==> src/hw/asrx_pkg.sv <==
package asrx_pkg;
    // register byte offsets
    localparam logic [4:0] OFS_BAUD_HIGH = 5'h00;
    localparam logic [4:0] OFS_BAUD_LOW  = 5'h04;
    localparam logic [4:0] OFS_CTRL_ONE  = 5'h08;
    localparam logic [4:0] OFS_CTRL_TWO  = 5'h0c;
    localparam logic [4:0] OFS_STATUS    = 5'h10;
    localparam logic [4:0] OFS_CTRL_THR  = 5'h14;
    localparam logic [4:0] OFS_DATA      = 5'h18;
    // reset values
    localparam logic [4:0] RST_BAUD_HIGH = 5'h00;
    localparam logic [7:0] RST_BAUD_LOW  = 8'h04;
    // control one fields
    localparam int C1_LOOP   = 7;
    localparam int C1_SRC    = 5;
    localparam int C1_NINE   = 4;
    localparam int C1_WAKE   = 3;
    localparam int C1_QUIET  = 2;
    localparam int C1_PAR_EN = 1;
    localparam int C1_ODD    = 0;
    // control two fields
    localparam int C2_TXE_IE  = 7;
    localparam int C2_TXD_IE  = 6;
    localparam int C2_RXF_IE  = 5;
    localparam int C2_IDLE_IE = 4;
    localparam int C2_TX_ON   = 3;
    localparam int C2_RX_ON   = 2;
    localparam int C2_STANDBY = 1;
    // control three fields; bits 3..0 mask overrun, noise, framing, parity
    localparam int C3_RX9 = 7;
    localparam int C3_TX9 = 6;
    localparam int C3_DIR = 5;
    // status fields
    localparam int S_TX_BUFFER_EMPTY = 7;
    localparam int S_TC   = 6;
    localparam int S_RX_BUFFER_FULL = 5;
    localparam int S_IDLE = 4;
    localparam int S_OVR  = 3;
    localparam int S_NF   = 2;
    localparam int S_FE   = 1;
    localparam int S_PF   = 0;
    // timing
    localparam logic [3:0] LAST_PHASE  = 4'hf;
    localparam logic [3:0] SAMPLE_A    = 4'h7;
    localparam logic [3:0] SAMPLE_C    = 4'h9;
    localparam logic [3:0] BITS_EIGHT  = 4'ha;
    localparam logic [3:0] BITS_NINE   = 4'hb;
    // stop mode codes
    localparam logic [1:0] STOP_NONE  = 2'h0;
    localparam logic [1:0] STOP_LIGHT = 2'h3;
endpackage : asrx_pkg

==> src/hw/asrx_baud_if.sv <==
`timescale 1ns/1ns
`default_nettype none
interface asrx_baud_if;
    logic [12:0] divisor;
    logic        enable;
    logic        tick;
    modport gen  (input divisor, input enable, output tick);
    modport user (output divisor, output enable, input tick);
endinterface : asrx_baud_if
`default_nettype wire

==> src/hw/asrx_baud_gen.sv <==
`timescale 1ns/1ns
`default_nettype none
module asrx_baud_gen (
    // clock and reset
    input  wire logic   clk_in,
    input  wire logic   reset_in,
    input  wire logic   halt_in,
    // divisor and tick
    asrx_baud_if.gen    baud
);
    import asrx_pkg::*;
    logic [12:0] count;
    always_ff @(posedge clk_in) begin
        if (reset_in) begin
            count     <= 13'h0000;
            baud.tick <= 1'b0;
        end else if (!halt_in) begin
            if (!baud.enable || baud.divisor == 13'h0000) begin
                count     <= 13'h0000;
                baud.tick <= 1'b0;
            end else if (count >= baud.divisor - 13'h0001) begin
                // one tick per divisor clocks gives sixteen ticks per bit
                count     <= 13'h0000;
                baud.tick <= 1'b1;
            end else begin
                count     <= count + 13'h0001;
                baud.tick <= 1'b0;
            end
        end
    end
endmodule : asrx_baud_gen
`default_nettype wire

==> src/hw/asrx_top.sv <==
`timescale 1ns/1ns
`default_nettype none
module asrx_top (
    // clock and reset
    input  wire logic        clk_in,
    input  wire logic        reset_in,
    input  wire logic [1:0]  stop_mode_in,
    // apb slave
    input  wire logic        psel_in,
    input  wire logic        penable_in,
    input  wire logic        pwrite_in,
    input  wire logic [4:0]  paddr_in,
    input  wire logic [31:0] pwdata_in,
    output logic [31:0]      prdata_out,
    output logic             pready_out,
    output logic             pslverr_out,
    // serial pins
    input  wire logic        rx_pin_in,
    input  wire logic        tx_pin_in,
    output logic             tx_pin_out,
    output logic             tx_pin_oe_out,
    output logic             rx_pin_used_out,
    // interrupt requests
    output logic             tx_irq_out,
    output logic             rx_irq_out,
    output logic             err_irq_out
);
    import asrx_pkg::*;

    asrx_baud_if baud ();

    logic [1:0] stop_meta, stop_sync, stop_hold, stop_code;
    logic [1:0] rx_meta, rx_sync, txp_meta, txp_sync;
    logic       halt, deep, rst;
    logic [4:0] baud_high_buf, baud_high;
    logic [7:0] baud_low, ctrl1, ctrl2, ctrl3m;
    logic       tx9, dir, rx9, baud_started;
    logic [7:0] status, armed, tx_buf, rx_buf;
    logic       access, rd_status, rd_data, wr_data;
    logic       nine;
    logic       tx_busy, pre_pending, tx_on_d;
    logic [10:0] tx_sh;
    logic [3:0] tx_ph, tx_left;
    logic       tx_line, rx_line;
    logic       rx_busy;
    logic [3:0] rx_ph, rx_bit, idle_ph, idle_bits;
    logic [8:0] rx_sh;
    logic [2:0] smp;
    logic       rx_noise, rx_done, rx_frame_err, idle_armed, idle_hit;
    logic       maj, bit_noise, par_bit, par_err;
    logic [7:0] rx_data_new;
    logic       set_rx_buffer_full, set_ovr, set_idle, mark_wake;

    // stop code and serial inputs come from outside the clock domain
    always_ff @(posedge clk_in) begin
        if (reset_in) begin
            stop_meta <= STOP_NONE;
            stop_sync <= STOP_NONE;
            stop_hold <= STOP_NONE;
            stop_code <= STOP_NONE;
            rx_meta   <= 2'h3;
            rx_sync   <= 2'h3;
            txp_meta  <= 2'h3;
            txp_sync  <= 2'h3;
        end else begin
            stop_meta <= stop_mode_in;
            stop_sync <= stop_meta;
            stop_hold <= stop_sync;
            // code taken only when read twice alike, so a 0 to 3 move
            // cannot pass through a false deep stop code
            if (stop_sync == stop_hold) begin
                stop_code <= stop_sync;
            end
            rx_meta   <= {rx_meta[0], rx_pin_in};
            rx_sync   <= {rx_sync[0], rx_meta[1]};
            txp_meta  <= {txp_meta[0], tx_pin_in};
            txp_sync  <= {txp_sync[0], txp_meta[1]};
        end
    end

    // lightest stop freezes, deeper stops wipe state
    assign halt = (stop_code == STOP_LIGHT);
    assign deep = (stop_code != STOP_NONE) && !halt;
    assign rst  = reset_in || deep;
    assign nine = ctrl1[C1_NINE];

    // apb: one wait state so read data can come from a flop
    assign access    = psel_in && penable_in && pready_out;
    assign rd_status = access && !pwrite_in && paddr_in == OFS_STATUS;
    assign rd_data   = access && !pwrite_in && paddr_in == OFS_DATA;
    assign wr_data   = access && pwrite_in && paddr_in == OFS_DATA;

    always_ff @(posedge clk_in) begin
        if (rst) begin
            pready_out  <= 1'b0;
            pslverr_out <= 1'b0;
            prdata_out  <= 32'h0000_0000;
        end else if (!halt) begin
            pready_out  <= psel_in && penable_in && !pready_out;
            pslverr_out <= 1'b0;
            if (psel_in && penable_in && !pready_out) begin
                unique case (paddr_in)
                    OFS_BAUD_HIGH: prdata_out <= {27'h0, baud_high};
                    OFS_BAUD_LOW:  prdata_out <= {24'h0, baud_low};
                    OFS_CTRL_ONE:  prdata_out <= {24'h0, ctrl1};
                    OFS_CTRL_TWO:  prdata_out <= {24'h0, ctrl2};
                    OFS_STATUS:    prdata_out <= {24'h0, status};
                    OFS_CTRL_THR:  prdata_out <= {24'h0, rx9, tx9, dir, 1'b0, ctrl3m[3:0]};
                    OFS_DATA:      prdata_out <= {24'h0, rx_buf};
                    default: begin
                        prdata_out  <= 32'h0000_0000;
                        pslverr_out <= 1'b1;
                    end
                endcase
            end
        end
    end

    // control registers
    always_ff @(posedge clk_in) begin
        if (rst) begin
            baud_high_buf <= RST_BAUD_HIGH;
            baud_high     <= RST_BAUD_HIGH;
            baud_low      <= RST_BAUD_LOW;
            ctrl1         <= 8'h00;
            ctrl3m        <= 8'h00;
            tx9           <= 1'b0;
            dir           <= 1'b0;
            baud_started  <= 1'b0;
        end else if (!halt) begin
            if (access && pwrite_in) begin
                unique case (paddr_in)
                    // high half held until low half written
                    OFS_BAUD_HIGH: baud_high_buf <= pwdata_in[4:0];
                    OFS_BAUD_LOW: begin
                        baud_low  <= pwdata_in[7:0];
                        baud_high <= baud_high_buf;
                    end
                    OFS_CTRL_ONE: ctrl1 <= pwdata_in[7:0];
                    OFS_CTRL_THR: begin
                        ctrl3m <= {4'h0, pwdata_in[3:0]};
                        tx9    <= pwdata_in[C3_TX9];
                        dir    <= pwdata_in[C3_DIR];
                    end
                    OFS_CTRL_TWO: if (pwdata_in[C2_TX_ON] || pwdata_in[C2_RX_ON]) begin
                        baud_started <= 1'b1;
                    end
                    default: ;
                endcase
            end
        end
    end

    // control two: standby is set by software and cleared by wakeup
    always_ff @(posedge clk_in) begin
        if (rst) begin
            ctrl2 <= 8'h00;
        end else if (!halt) begin
            if (access && pwrite_in && paddr_in == OFS_CTRL_TWO) begin
                ctrl2 <= {pwdata_in[7:2], pwdata_in[C2_STANDBY], 1'b0};
            end else if (ctrl2[C2_STANDBY]) begin
                if (!ctrl1[C1_WAKE] && idle_hit) begin
                    ctrl2[C2_STANDBY] <= 1'b0;
                end
                if (ctrl1[C1_WAKE] && rx_done && rx_sh[8]) begin
                    ctrl2[C2_STANDBY] <= 1'b0;
                end
            end
        end
    end

    // generator runs only for a non-zero divisor
    assign baud.divisor = {baud_high, baud_low};
    // enable held off until first receiver or transmitter enable
    assign baud.enable  = baud_started;

    asrx_baud_gen u_baud (
        .clk_in   (clk_in),
        .reset_in (rst),
        .halt_in  (halt),
        .baud     (baud.gen)
    );

    // receiver source and tx pin direction
    always_comb begin
        if (!ctrl1[C1_LOOP]) begin
            rx_line = rx_sync[1];
        end else if (!ctrl1[C1_SRC]) begin
            rx_line = tx_line;
        end else if (dir) begin
            rx_line = tx_line;
        end else begin
            rx_line = txp_sync[1];
        end
    end

    always_ff @(posedge clk_in) begin
        if (rst) begin
            tx_pin_out      <= 1'b1;
            tx_pin_oe_out   <= 1'b0;
            rx_pin_used_out <= 1'b0;
        end else if (!halt) begin
            tx_pin_out      <= tx_line;
            // transmitter keeps the pin until its frame finishes
            tx_pin_oe_out   <= (ctrl2[C2_TX_ON] || tx_busy)
                               && (!ctrl1[C1_LOOP] || (ctrl1[C1_SRC] && dir));
            rx_pin_used_out <= ctrl2[C2_RX_ON] && !ctrl1[C1_LOOP];
        end
    end

    // transmitter: framing, ninth bit copied at transfer
    assign tx_line = tx_busy ? tx_sh[0] : 1'b1;
    assign par_bit = nine ? (^tx_buf ^ ctrl1[C1_ODD]) : (^tx_buf[6:0] ^ ctrl1[C1_ODD]);

    always_ff @(posedge clk_in) begin
        if (rst) begin
            tx_busy     <= 1'b0;
            pre_pending <= 1'b0;
            tx_on_d     <= 1'b0;
            tx_sh       <= 11'h7ff;
            tx_ph       <= 4'h0;
            tx_left     <= 4'h0;
        end else if (!halt) begin
            tx_on_d <= ctrl2[C2_TX_ON];
            if (ctrl2[C2_TX_ON] && !tx_on_d) begin
                pre_pending <= 1'b1;
            end
            if (tx_busy) begin
                if (baud.tick) begin
                    tx_ph <= tx_ph + 4'h1;
                    if (tx_ph == LAST_PHASE) begin
                        tx_sh   <= {1'b1, tx_sh[10:1]};
                        tx_left <= tx_left - 4'h1;
                        tx_busy <= (tx_left != 4'h1);
                    end
                end
            end else if (ctrl2[C2_TX_ON] && pre_pending) begin
                // preamble: one full frame of high level
                pre_pending <= 1'b0;
                tx_busy     <= 1'b1;
                tx_sh       <= 11'h7ff;
                tx_ph       <= 4'h0;
                tx_left     <= nine ? BITS_NINE : BITS_EIGHT;
            end else if (ctrl2[C2_TX_ON] && !status[S_TX_BUFFER_EMPTY]) begin
                tx_busy <= 1'b1;
                tx_ph   <= 4'h0;
                tx_left <= nine ? BITS_NINE : BITS_EIGHT;
                if (nine) begin
                    tx_sh <= {1'b1, ctrl1[C1_PAR_EN] ? par_bit : tx9, tx_buf, 1'b0};
                end else begin
                    tx_sh <= {2'h3, ctrl1[C1_PAR_EN] ? par_bit : tx_buf[7],
                              tx_buf[6:0], 1'b0};
                end
            end
        end
    end

    // receiver sampling at sixteen ticks per bit, majority of three
    assign maj       = (smp[0] & smp[1]) | (smp[0] & rx_line) | (smp[1] & rx_line);
    assign bit_noise = !(smp[0] == smp[1] && smp[1] == rx_line);
    assign rx_data_new = nine ? rx_sh[7:0] : rx_sh[8:1];
    assign par_err   = ctrl1[C1_PAR_EN]
                       && ((nine ? ^rx_sh : ^rx_sh[8:1]) != ctrl1[C1_ODD]);

    always_ff @(posedge clk_in) begin
        if (rst) begin
            rx_busy      <= 1'b0;
            rx_ph        <= 4'h0;
            rx_bit       <= 4'h0;
            rx_sh        <= 9'h000;
            smp          <= 3'h7;
            rx_noise     <= 1'b0;
            rx_done      <= 1'b0;
            rx_frame_err <= 1'b0;
        end else if (!halt) begin
            rx_done <= 1'b0;
            if (!ctrl2[C2_RX_ON]) begin
                rx_busy <= 1'b0;
            end else if (baud.tick) begin
                if (!rx_busy) begin
                    if (!rx_line) begin
                        rx_busy  <= 1'b1;
                        rx_ph    <= 4'h1;
                        rx_bit   <= 4'h0;
                        rx_noise <= 1'b0;
                    end
                end else begin
                    rx_ph <= rx_ph + 4'h1;
                    if (rx_ph >= SAMPLE_A && rx_ph < SAMPLE_C) begin
                        smp <= {smp[1:0], rx_line};
                    end
                    if (rx_ph == SAMPLE_C) begin
                        rx_noise <= rx_noise || bit_noise;
                        if (rx_bit == 4'h0 && maj) begin
                            rx_busy <= 1'b0;
                        end else if (rx_bit == (nine ? BITS_NINE : BITS_EIGHT) - 4'h1) begin
                            // stop bit decided: hand over the character
                            rx_busy      <= 1'b0;
                            rx_done      <= 1'b1;
                            rx_frame_err <= !maj;
                        end else if (rx_bit != 4'h0) begin
                            rx_sh <= nine ? {maj, rx_sh[8:1]} : {maj, rx_sh[8:1]};
                        end
                    end
                    if (rx_ph == LAST_PHASE) begin
                        rx_bit <= rx_bit + 4'h1;
                    end
                end
            end
        end
    end

    // idle detection counts bit times of high line
    always_ff @(posedge clk_in) begin
        if (rst) begin
            idle_ph   <= 4'h0;
            idle_bits <= 4'h0;
            idle_hit  <= 1'b0;
        end else if (!halt) begin
            idle_hit <= 1'b0;
            // type 1 keeps the count at zero until the stop bit is sampled
            if (!rx_line || (ctrl1[C1_QUIET] && rx_busy) || !ctrl2[C2_RX_ON]) begin
                idle_ph   <= 4'h0;
                idle_bits <= 4'h0;
            end else if (baud.tick && idle_bits != 4'hf) begin
                idle_ph <= idle_ph + 4'h1;
                if (idle_ph == LAST_PHASE) begin
                    idle_bits <= idle_bits + 4'h1;
                    if (idle_bits + 4'h1 == (nine ? BITS_NINE : BITS_EIGHT)) begin
                        idle_hit <= 1'b1;
                    end
                end
            end
        end
    end

    // the address character that wakes the receiver is itself received
    assign mark_wake = ctrl1[C1_WAKE] && rx_done && rx_sh[8];
    // standby blocks receiver flags; full buffer means overrun
    assign set_rx_buffer_full = rx_done && (!ctrl2[C2_STANDBY] || mark_wake) && !status[S_RX_BUFFER_FULL];
    assign set_ovr  = rx_done && (!ctrl2[C2_STANDBY] || mark_wake) && status[S_RX_BUFFER_FULL];
    // idle sets once per received character
    assign set_idle = idle_hit && idle_armed && !ctrl2[C2_STANDBY];

    always_ff @(posedge clk_in) begin
        if (rst) begin
            armed <= 8'h00;
        end else if (!halt) begin
            if (rd_status) begin
                armed <= status;
            end else if (rd_data || wr_data) begin
                armed <= 8'h00;
            end
        end
    end

    // status flags: a set in the clearing cycle wins
    always_ff @(posedge clk_in) begin
        if (rst) begin
            status     <= 8'hc0;
            rx_buf     <= 8'h00;
            rx9        <= 1'b0;
            tx_buf     <= 8'h00;
            idle_armed <= 1'b0;
        end else if (!halt) begin
            if (wr_data) begin
                tx_buf <= pwdata_in[7:0];
            end
            // data read after status read clears receiver flags
            if (rd_data) begin
                status[5:0] <= status[5:0] & ~armed[5:0];
            end
            if (wr_data && armed[S_TX_BUFFER_EMPTY]) begin
                status[S_TX_BUFFER_EMPTY] <= 1'b0;
            end
            if (!tx_busy && ctrl2[C2_TX_ON] && !pre_pending && !status[S_TX_BUFFER_EMPTY]) begin
                status[S_TX_BUFFER_EMPTY] <= 1'b1;
            end
            // done flag follows an idle-high transmitter
            status[S_TC] <= status[S_TX_BUFFER_EMPTY] && !tx_busy && !pre_pending;
            if (set_rx_buffer_full) begin
                status[S_RX_BUFFER_FULL] <= 1'b1;
                rx_buf         <= rx_data_new;
                rx9            <= rx_sh[8];
                idle_armed     <= 1'b1;
                // errors ride with the full flag
                status[S_NF]   <= rx_noise;
                status[S_FE]   <= rx_frame_err;
                status[S_PF]   <= par_err;
            end
            // new character and its errors dropped
            if (set_ovr) begin
                status[S_OVR] <= 1'b1;
            end
            if (set_idle) begin
                status[S_IDLE] <= 1'b1;
                idle_armed     <= 1'b0;
            end
        end
    end

    // three requests from eight masked sources
    always_ff @(posedge clk_in) begin
        if (rst) begin
            tx_irq_out  <= 1'b0;
            rx_irq_out  <= 1'b0;
            err_irq_out <= 1'b0;
        end else if (!halt) begin
            tx_irq_out  <= (status[S_TX_BUFFER_EMPTY] && ctrl2[C2_TXE_IE])
                           || (status[S_TC] && ctrl2[C2_TXD_IE]);
            rx_irq_out  <= (status[S_RX_BUFFER_FULL] && ctrl2[C2_RXF_IE])
                           || (status[S_IDLE] && ctrl2[C2_IDLE_IE]);
            err_irq_out <= |(status[3:0] & ctrl3m[3:0]);
        end
    end
endmodule : asrx_top
`default_nettype wire

==> config.mk <==
export PLATFORM = sky130hd
export DESIGN_NAME = asrx_top
export DESIGN_NICKNAME = d
export VERILOG_FILES = /design/src/hw/asrx_pkg.sv /design/src/hw/asrx_baud_if.sv /design/src/hw/asrx_baud_gen.sv /design/src/hw/asrx_top.sv
export SDC_FILE = /design/constraint.sdc
export NUM_CORES = 1
export LEC_CHECK = 0
export ABC_AREA = 0
export ABC_CLOCK_PERIOD_IN_PS = 4600
export BUFFER_PORTS_ARGS = -buffer_cell sky130_fd_sc_hd__buf_2
export CAP_MARGIN = 20
export CORE_UTILIZATION = 34
export CTS_CLUSTER_SIZE = 30
export DETAILED_ROUTE_END_ITERATION = 7
export GPL_TIMING_DRIVEN = 0
export PLACE_DENSITY = 0.62
export SLEW_MARGIN = 5
export SYNTH_ARGS = -nofsm -noshare
export SYNTH_HDL_FRONTEND = slang
export SYNTH_SLANG_ARGS = --single-unit
==> constraint.sdc <==
create_clock -name clk_in -period 4.6 [get_ports clk_in]
set_input_delay 0 -clock clk_in [delete_from_list [all_inputs] [get_ports clk_in]]
set_output_delay 0 -clock clk_in [all_outputs]
set_load 0.05 [all_outputs]
== Word-level counts from Yosys, hierarchy flattened ==
Cells that the tools add are included.

* Bits in latches: 0
* Memories: 0
* Memory bits (writable): 0
* Output and inout port bits: 40
* ROM bits: 0
* Logic and storage cells: 305
* Register bits after elaboration: 198

* Bitwise logic cells: 13
* Reductions and logical operators: 114
* Add/sub/neg operators: 9
* Shift-type cells: 0
* Multiplexer cells: 85
* Div/mod/pow operators: 0
* Eq/ne operators: 25
* $lt $le $gt $ge: 3
* $mul: 0

{| class="wikitable"
|+ Operators by type and width
! operator !! number
|-
| two-way mux 4 bit || 19
|-
| case mux 8 bit (7 select lines) || 1
|-
| two-way mux 11 bit || 5
|-
| two-way mux 1 bit || 52
|-
| logical AND 1 bit || 40
|-
| two-way mux 13 bit || 2
|-
| two-way mux 8 bit || 3
|-
| AND reduction 2 bit || 12
|-
| adder 4 x 1 -> 4 bit, second input constant || 5
|-
| AND reduction 3 bit || 6
|-
| nonzero test 2 bit || 9
|-
| equality test 4 bit, second input constant || 4
|-
| logical NOT 1 bit || 16
|-
| parity 8 bit || 2
|-
| equality test 5 bit, second input constant || 3
|-
| AND reduction 5 bit || 3
|-
| adder 13 x 1 -> 13 bit, second input constant || 1
|-
| greater-or-equal comparator 13 bit || 1
|-
| logical NOT 13 bit || 1
|-
| subtractor 13 x 1 -> 13 bit, second input constant || 1
|-
| logical OR 1 bit || 12
|-
| inequality test 2 x 1 -> 1 bit, second input constant || 6
|-
| AND reduction 4 bit || 3
|-
| equality test 5 x 4 -> 1 bit, second input constant || 2
|-
| 31 further kinds || 40
|}

== Logic depth before layout (Yosys ltp) ==
* Depth in word-level cells: 13
* Depth in mapped cells: 13
* Gate-level depth less buffers: 11

== Hierarchy ==
A second synthesis with hierarchy kept.

* Cell total of the unflattened synthesis: 995
* Area, all modules: 8657.1 sq um

{| class="wikitable"
|+ Modules (own cells, without submodules)
! module !! sequential area each (sq um) !! area an instance (sq um) !! cells an instance !! instances
|-
| asrx_top || 3163.0 || 7490.9 || 853 || 1
|-
| asrx_baud_gen || 280.3 || 1166.1 || 142 || 1
|}

== Worst setup path before layout ==
No wires, ideal clock.

* Kind: reg-to-reg
* Start point: register baud_low[0]
* End point: register u_baud.count[12]
* Setup time: 0.060 ns
* Setup slack: 1.526 ns
* Period minus slack after synthesis: 3.074 ns
* Arrival: 3.014 ns
* Cell stages (with the launch flop): 14
* Cells stage by stage: dfxtp_1 inv_1 ha_1 or4b_4 nor3_1 xnor2_1 ha_1 a211oi_1 nor2_1 nor4_1 clkbuf_1 clkbuf_1 o211ai_1 nand2_1

* Word-level cells in the longest chain between the ends: 4

{| class="wikitable"
|+ RTL lines
! item !! line !! text
|-
| start: declaration || asrx_top.sv:36 || <nowiki>logic [7:0] baud_low, ctrl1, ctrl2, ctrl3m;</nowiki>
|-
| start signal: assignment || asrx_top.sv:136 || <nowiki>baud_low <= pwdata_in[7:0];</nowiki>
|-
| subtractor 13 x 1 -> 13 bit || asrx_baud_gen.sv:21 || <nowiki>end else if (count >= baud.divisor - 13'h0001) begin</nowiki>
|-
| greater-or-equal comparator 13 bit || asrx_baud_gen.sv:21 ||
|-
| two-way mux 13 bit || asrx_baud_gen.sv:21 ||
|-
| two-way mux 13 bit * || asrx_baud_gen.sv:18 || <nowiki>if (!baud.enable || baud.divisor == 13'h0000) begin</nowiki>
|-
| end signal: assignment || asrx_baud_gen.sv:26 || <nowiki>count <= count + 13'h0001;</nowiki>
|-
| end: declaration || asrx_baud_gen.sv:12 || <nowiki>logic [12:0] count;</nowiki>
|}

Every way passes the cells marked *; elsewhere a longest branch is shown, timed or not.
A chain may end at the register's enable or synchronous reset.

== Final worst setup path ==
* Start point: register baud_low[0]
* End point: register u_baud.count[6]

Same word-level chain as after synthesis.

==> flow_metrics.env <==
export IMPL_clkSlewWorstSetupHoldPaths_ns=0.07
export IMPL_largest_reg_flops=13
export IMPL_wire_per_inst_um=16.70
export IMPL_setup_worst_path_start="baud_low[0]"
export IMPL_crit_chain="inv_1 -> ha_1 -> or4b_4 -> nor3_1 -> xnor2_1 -> ha_1 -> a211oi_1 -> nor2_1 -> nor4_1 -> clkbuf_1 -> clkbuf_1 -> nand4_1 -> nand3_1"
export IMPL_cts_root_buffer="clkbuf_16"
export IMPL_crit_end="u_baud.count[6]"
export IMPL_cp_num_cells=13
export IMPL_cts_resized=0
export IMPL_slowest_delay_ns=0.51
export IMPL_gp_congestion=0.9377
export IMPL_drive_above_1_share_pct=11.48
export IMPL_finalHoldViolations=0
export IMPL_r2r_slack_ns=0.89
export IMPL_syn_inst=1051
export IMPL_cp_max_fo=10
export IMPL_port_buffers=36
export IMPL_synth_edff_count=0
export IMPL_synthToLayoutAreaGrowth_pct=16.80
export IMPL_use_met1_pct=25.88
export IMPL_synthArstFlopShare_pct=0
export IMPL_rows=57
export IMPL_fin_hold_ws_ns=0.08827
export IMPL_setup_viol=0
export IMPL_ff2ff_path_depth=13
export IMPL_power_mw=3.210
export IMPL_worstSetupEndpointType="register"
export IMPL_met3_usage_pct=3.313
export IMPL_setup_tns_final_ns=0
export IMPL_crit_arrival_ns=4.09
export IMPL_postCtsHoldBufs=16
export IMPL_slew_violations=0
export IMPL_clkSinkCount=172
export IMPL_power_leakage_nw=3.653
export IMPL_clock_fmax_mhz=269.3
export IMPL_ys_types=76
export IMPL_cts_buffers=17
export IMPL_slowest_stage="or4b_4"
export IMPL_cap_violations=0
export IMPL_drt_iter0_markers=662
export IMPL_rsz0062_at_grt="no"
export IMPL_grt_total_usage_pct=19.19
export IMPL_core_area_um2=24600
export IMPL_die_w_um=161.2
export IMPL_cts_path_max_buffers=2
export IMPL_vias=7914
export IMPL_worstSetupPathType="register to register"
export IMPL_fill_cells=2536
export IMPL_antenna_found_initial=0
export IMPL_die_area_um2=25990
export IMPL_r2r_end="u_baud.count[6]"
export IMPL_die_h_um=161.2
export IMPL_synth_area_um2=8620
export IMPL_seq_area_um2=3443
export IMPL_io_pins=86
export IMPL_synth_top_area_share_pct=39.95
export IMPL_dp_hpwl_um=18040
export IMPL_fin_nets=1220
export IMPL_initial_core_util_pct=35.03
export IMPL_worst_slew_pin_slew_ns=0.8587
export IMPL_r2r_start="baud_low[0]"
export IMPL_finClkSkew_ns=0.01006
export IMPL_top_usage_layer="met2"
export IMPL_yosysSeqAreaShare_pct=39.95
export IMPL_diodes=0
export IMPL_largestRegisters="u_baud.count: 13 flops, tx_sh: 10 flops, rx_sh: 9 flops"
export IMPL_period_minus_slack_ns=3.714
export IMPL_multi_input_area_um2=4745
export IMPL_slew_headroom_pct=42.76
export IMPL_post_cts_setup_buffers=0
export IMPL_first_pass_iters=5
export IMPL_min_period_over_period_pct=80.74
export IMPL_vias_per_cell=5.336
export IMPL_grt_overflow_total=0
export IMPL_grt_first_pass_wirelength_um=38920
export IMPL_yosys_register_bits=172
export IMPL_power_density_nw_per_um2=318.8
export IMPL_path_buf_inv=3
export IMPL_synth_area_top_cells="dfxtp_1 40%, nand2_1 6.2%, a21oi_1 5.5%"
export IMPL_clk_insertion_delay_late_ns=0.43
export IMPL_critical_path_required_ns=4.98
export IMPL_use_met2_pct=31.00
export IMPL_status="completed"
export IMPL_grt_pass1_vias=7230
export IMPL_cp_start_kind="register"
export IMPL_critPathTopFamily="simple AND/OR/NAND/NOR gates"
export IMPL_cts_tree="built"
export IMPL_grt_max_degree=17
export IMPL_synth_flop_cell="dfxtp_1"
export IMPL_ctsHtreeMaxLevel=4
export IMPL_avgSynthCellArea_um2=8.201
export IMPL_hold_class="primary input to register"
export IMPL_drcViolationCount=0
export IMPL_largest_register="u_baud.count"
export IMPL_ys_warn_count=0
export IMPL_ant_nets=0
export IMPL_yosys_area_top_type="dfxtp_1"
export IMPL_irDropWorstVdd_uv=207.9
export IMPL_wirelength_um=24770
-- cell families after synthesis --
family | after synthesis | share of synthesized area [%]
buf+inv | 106 | 6.010
compound gates | 245 | 18.33
mux | 21 | 2.439
flops | 172 | 39.95
simple gates | 445 | 25.65
xor+xnor | 33 | 3.513
other cells | 1 | 0.04351
fa+ha+maj | 28 | 4.064
-- layout make-up --
cell class | count | area share [%]
Tap cell | 324 | 4.027
Sequential cell | 172 | 34.20
Timing Repair Buffer | 53 | 3.430
Clock buffer | 17 | 4.226
Inverter | 22 | 0.8203
Multi-Input combinational cell | 796 | 47.13
Buffer | 84 | 4.325
Clock inverter | 15 | 1.839
-- where the power goes --
part	internal (mW)	switching [mW]
Combinational	0.0506	0.136
Clock	0.865	0.656
Sequential	1.50	0.00467
-- worst register-to-register path, cell delays in order, from the launching register on --
cell      delay (ns)
dfxtp_1         0.37
inv_1           0.11
ha_1            0.20
or4b_4          0.51
nor3_1          0.23
xnor2_1         0.16
ha_1            0.27
a211oi_1        0.23
nor2_1          0.08
nor4_1          0.44
clkbuf_1        0.43
clkbuf_1        0.39
nand4_1         0.15
nand3_1         0.10
-- Yosys cell counts, drive strengths merged, types with 13 or more instances --
library cell / number
a211oi: 13
a21oi: 95
a22oi: 32
a31oi: 13
buf: 42
clkbuf: 42
dfxtp: 172
ha: 28
inv: 22
mux2i: 21
nand2: 142
nand3: 68
nand4: 16
nor2: 92
nor2b: 16
nor3: 21
o211ai: 13
o21ai: 37
xnor2: 24
-- routing by layer --
| layer | share of wire [%] | up-vias |
|---|---|---|
| li1 | - | 3893 |
| met1 | 47 | 3748 |
| met2 | 45 | 244 |
| met3 | 6.2 | 29 |
| met4 | 2.0 | 0 |
| met5 | 0 | - |
-- placed cells by master, fill, tap and decap left out, types with 22 or more instances in the layout --
cell      netlist  final
ha_1           28     28
nor2_1         90     90
xnor2_1        24     24
dfxtp_1       172    172
buf_4          26     26
conb_1          1     24
nand3_1        68     68
clkbuf_1       42     42
nand2_1       142    142
a22oi_1        32     32
o21ai_0        25     25
inv_1          22     22
buf_2          12     49
a21oi_1        95     95
-- through the flow --
stage / utilization [%] / std cells / area [um^2] / setup WS (ns)
after detailed placement: 37.76 / 1434 / 9291 / 0.8875
after CTS: 40.89 / 1482 / 10060 / 0.8575
after global placement: 37.76 / 1434 / 9291 / 0.9272
after global routing: 40.92 / 1483 / 10070 / 0.5288
after floorplan: - / 1074 / 8706 / 1.526
final: 40.92 / 1483 / 10070 / 0.8861
-- worst min-delay path by stage --
stage	startpoint	end	slack (ns)	depth (start not counted)
after CTS	paddr_in[0]	pslverr_out	0.05	4
after global routing	paddr_in[0]	pslverr_out	0.08	4
final	paddr_in[0]	pslverr_out	0.09	4
after global placement	rx_pin_in	rx_meta[0]	0.19	2
after floorplan	reset_in	stop_hold[0]	0.07	1
after detailed placement	tx_pin_in	txp_meta[0]	0.19	2
Note: power is estimated with default switching activity, not from simulation.
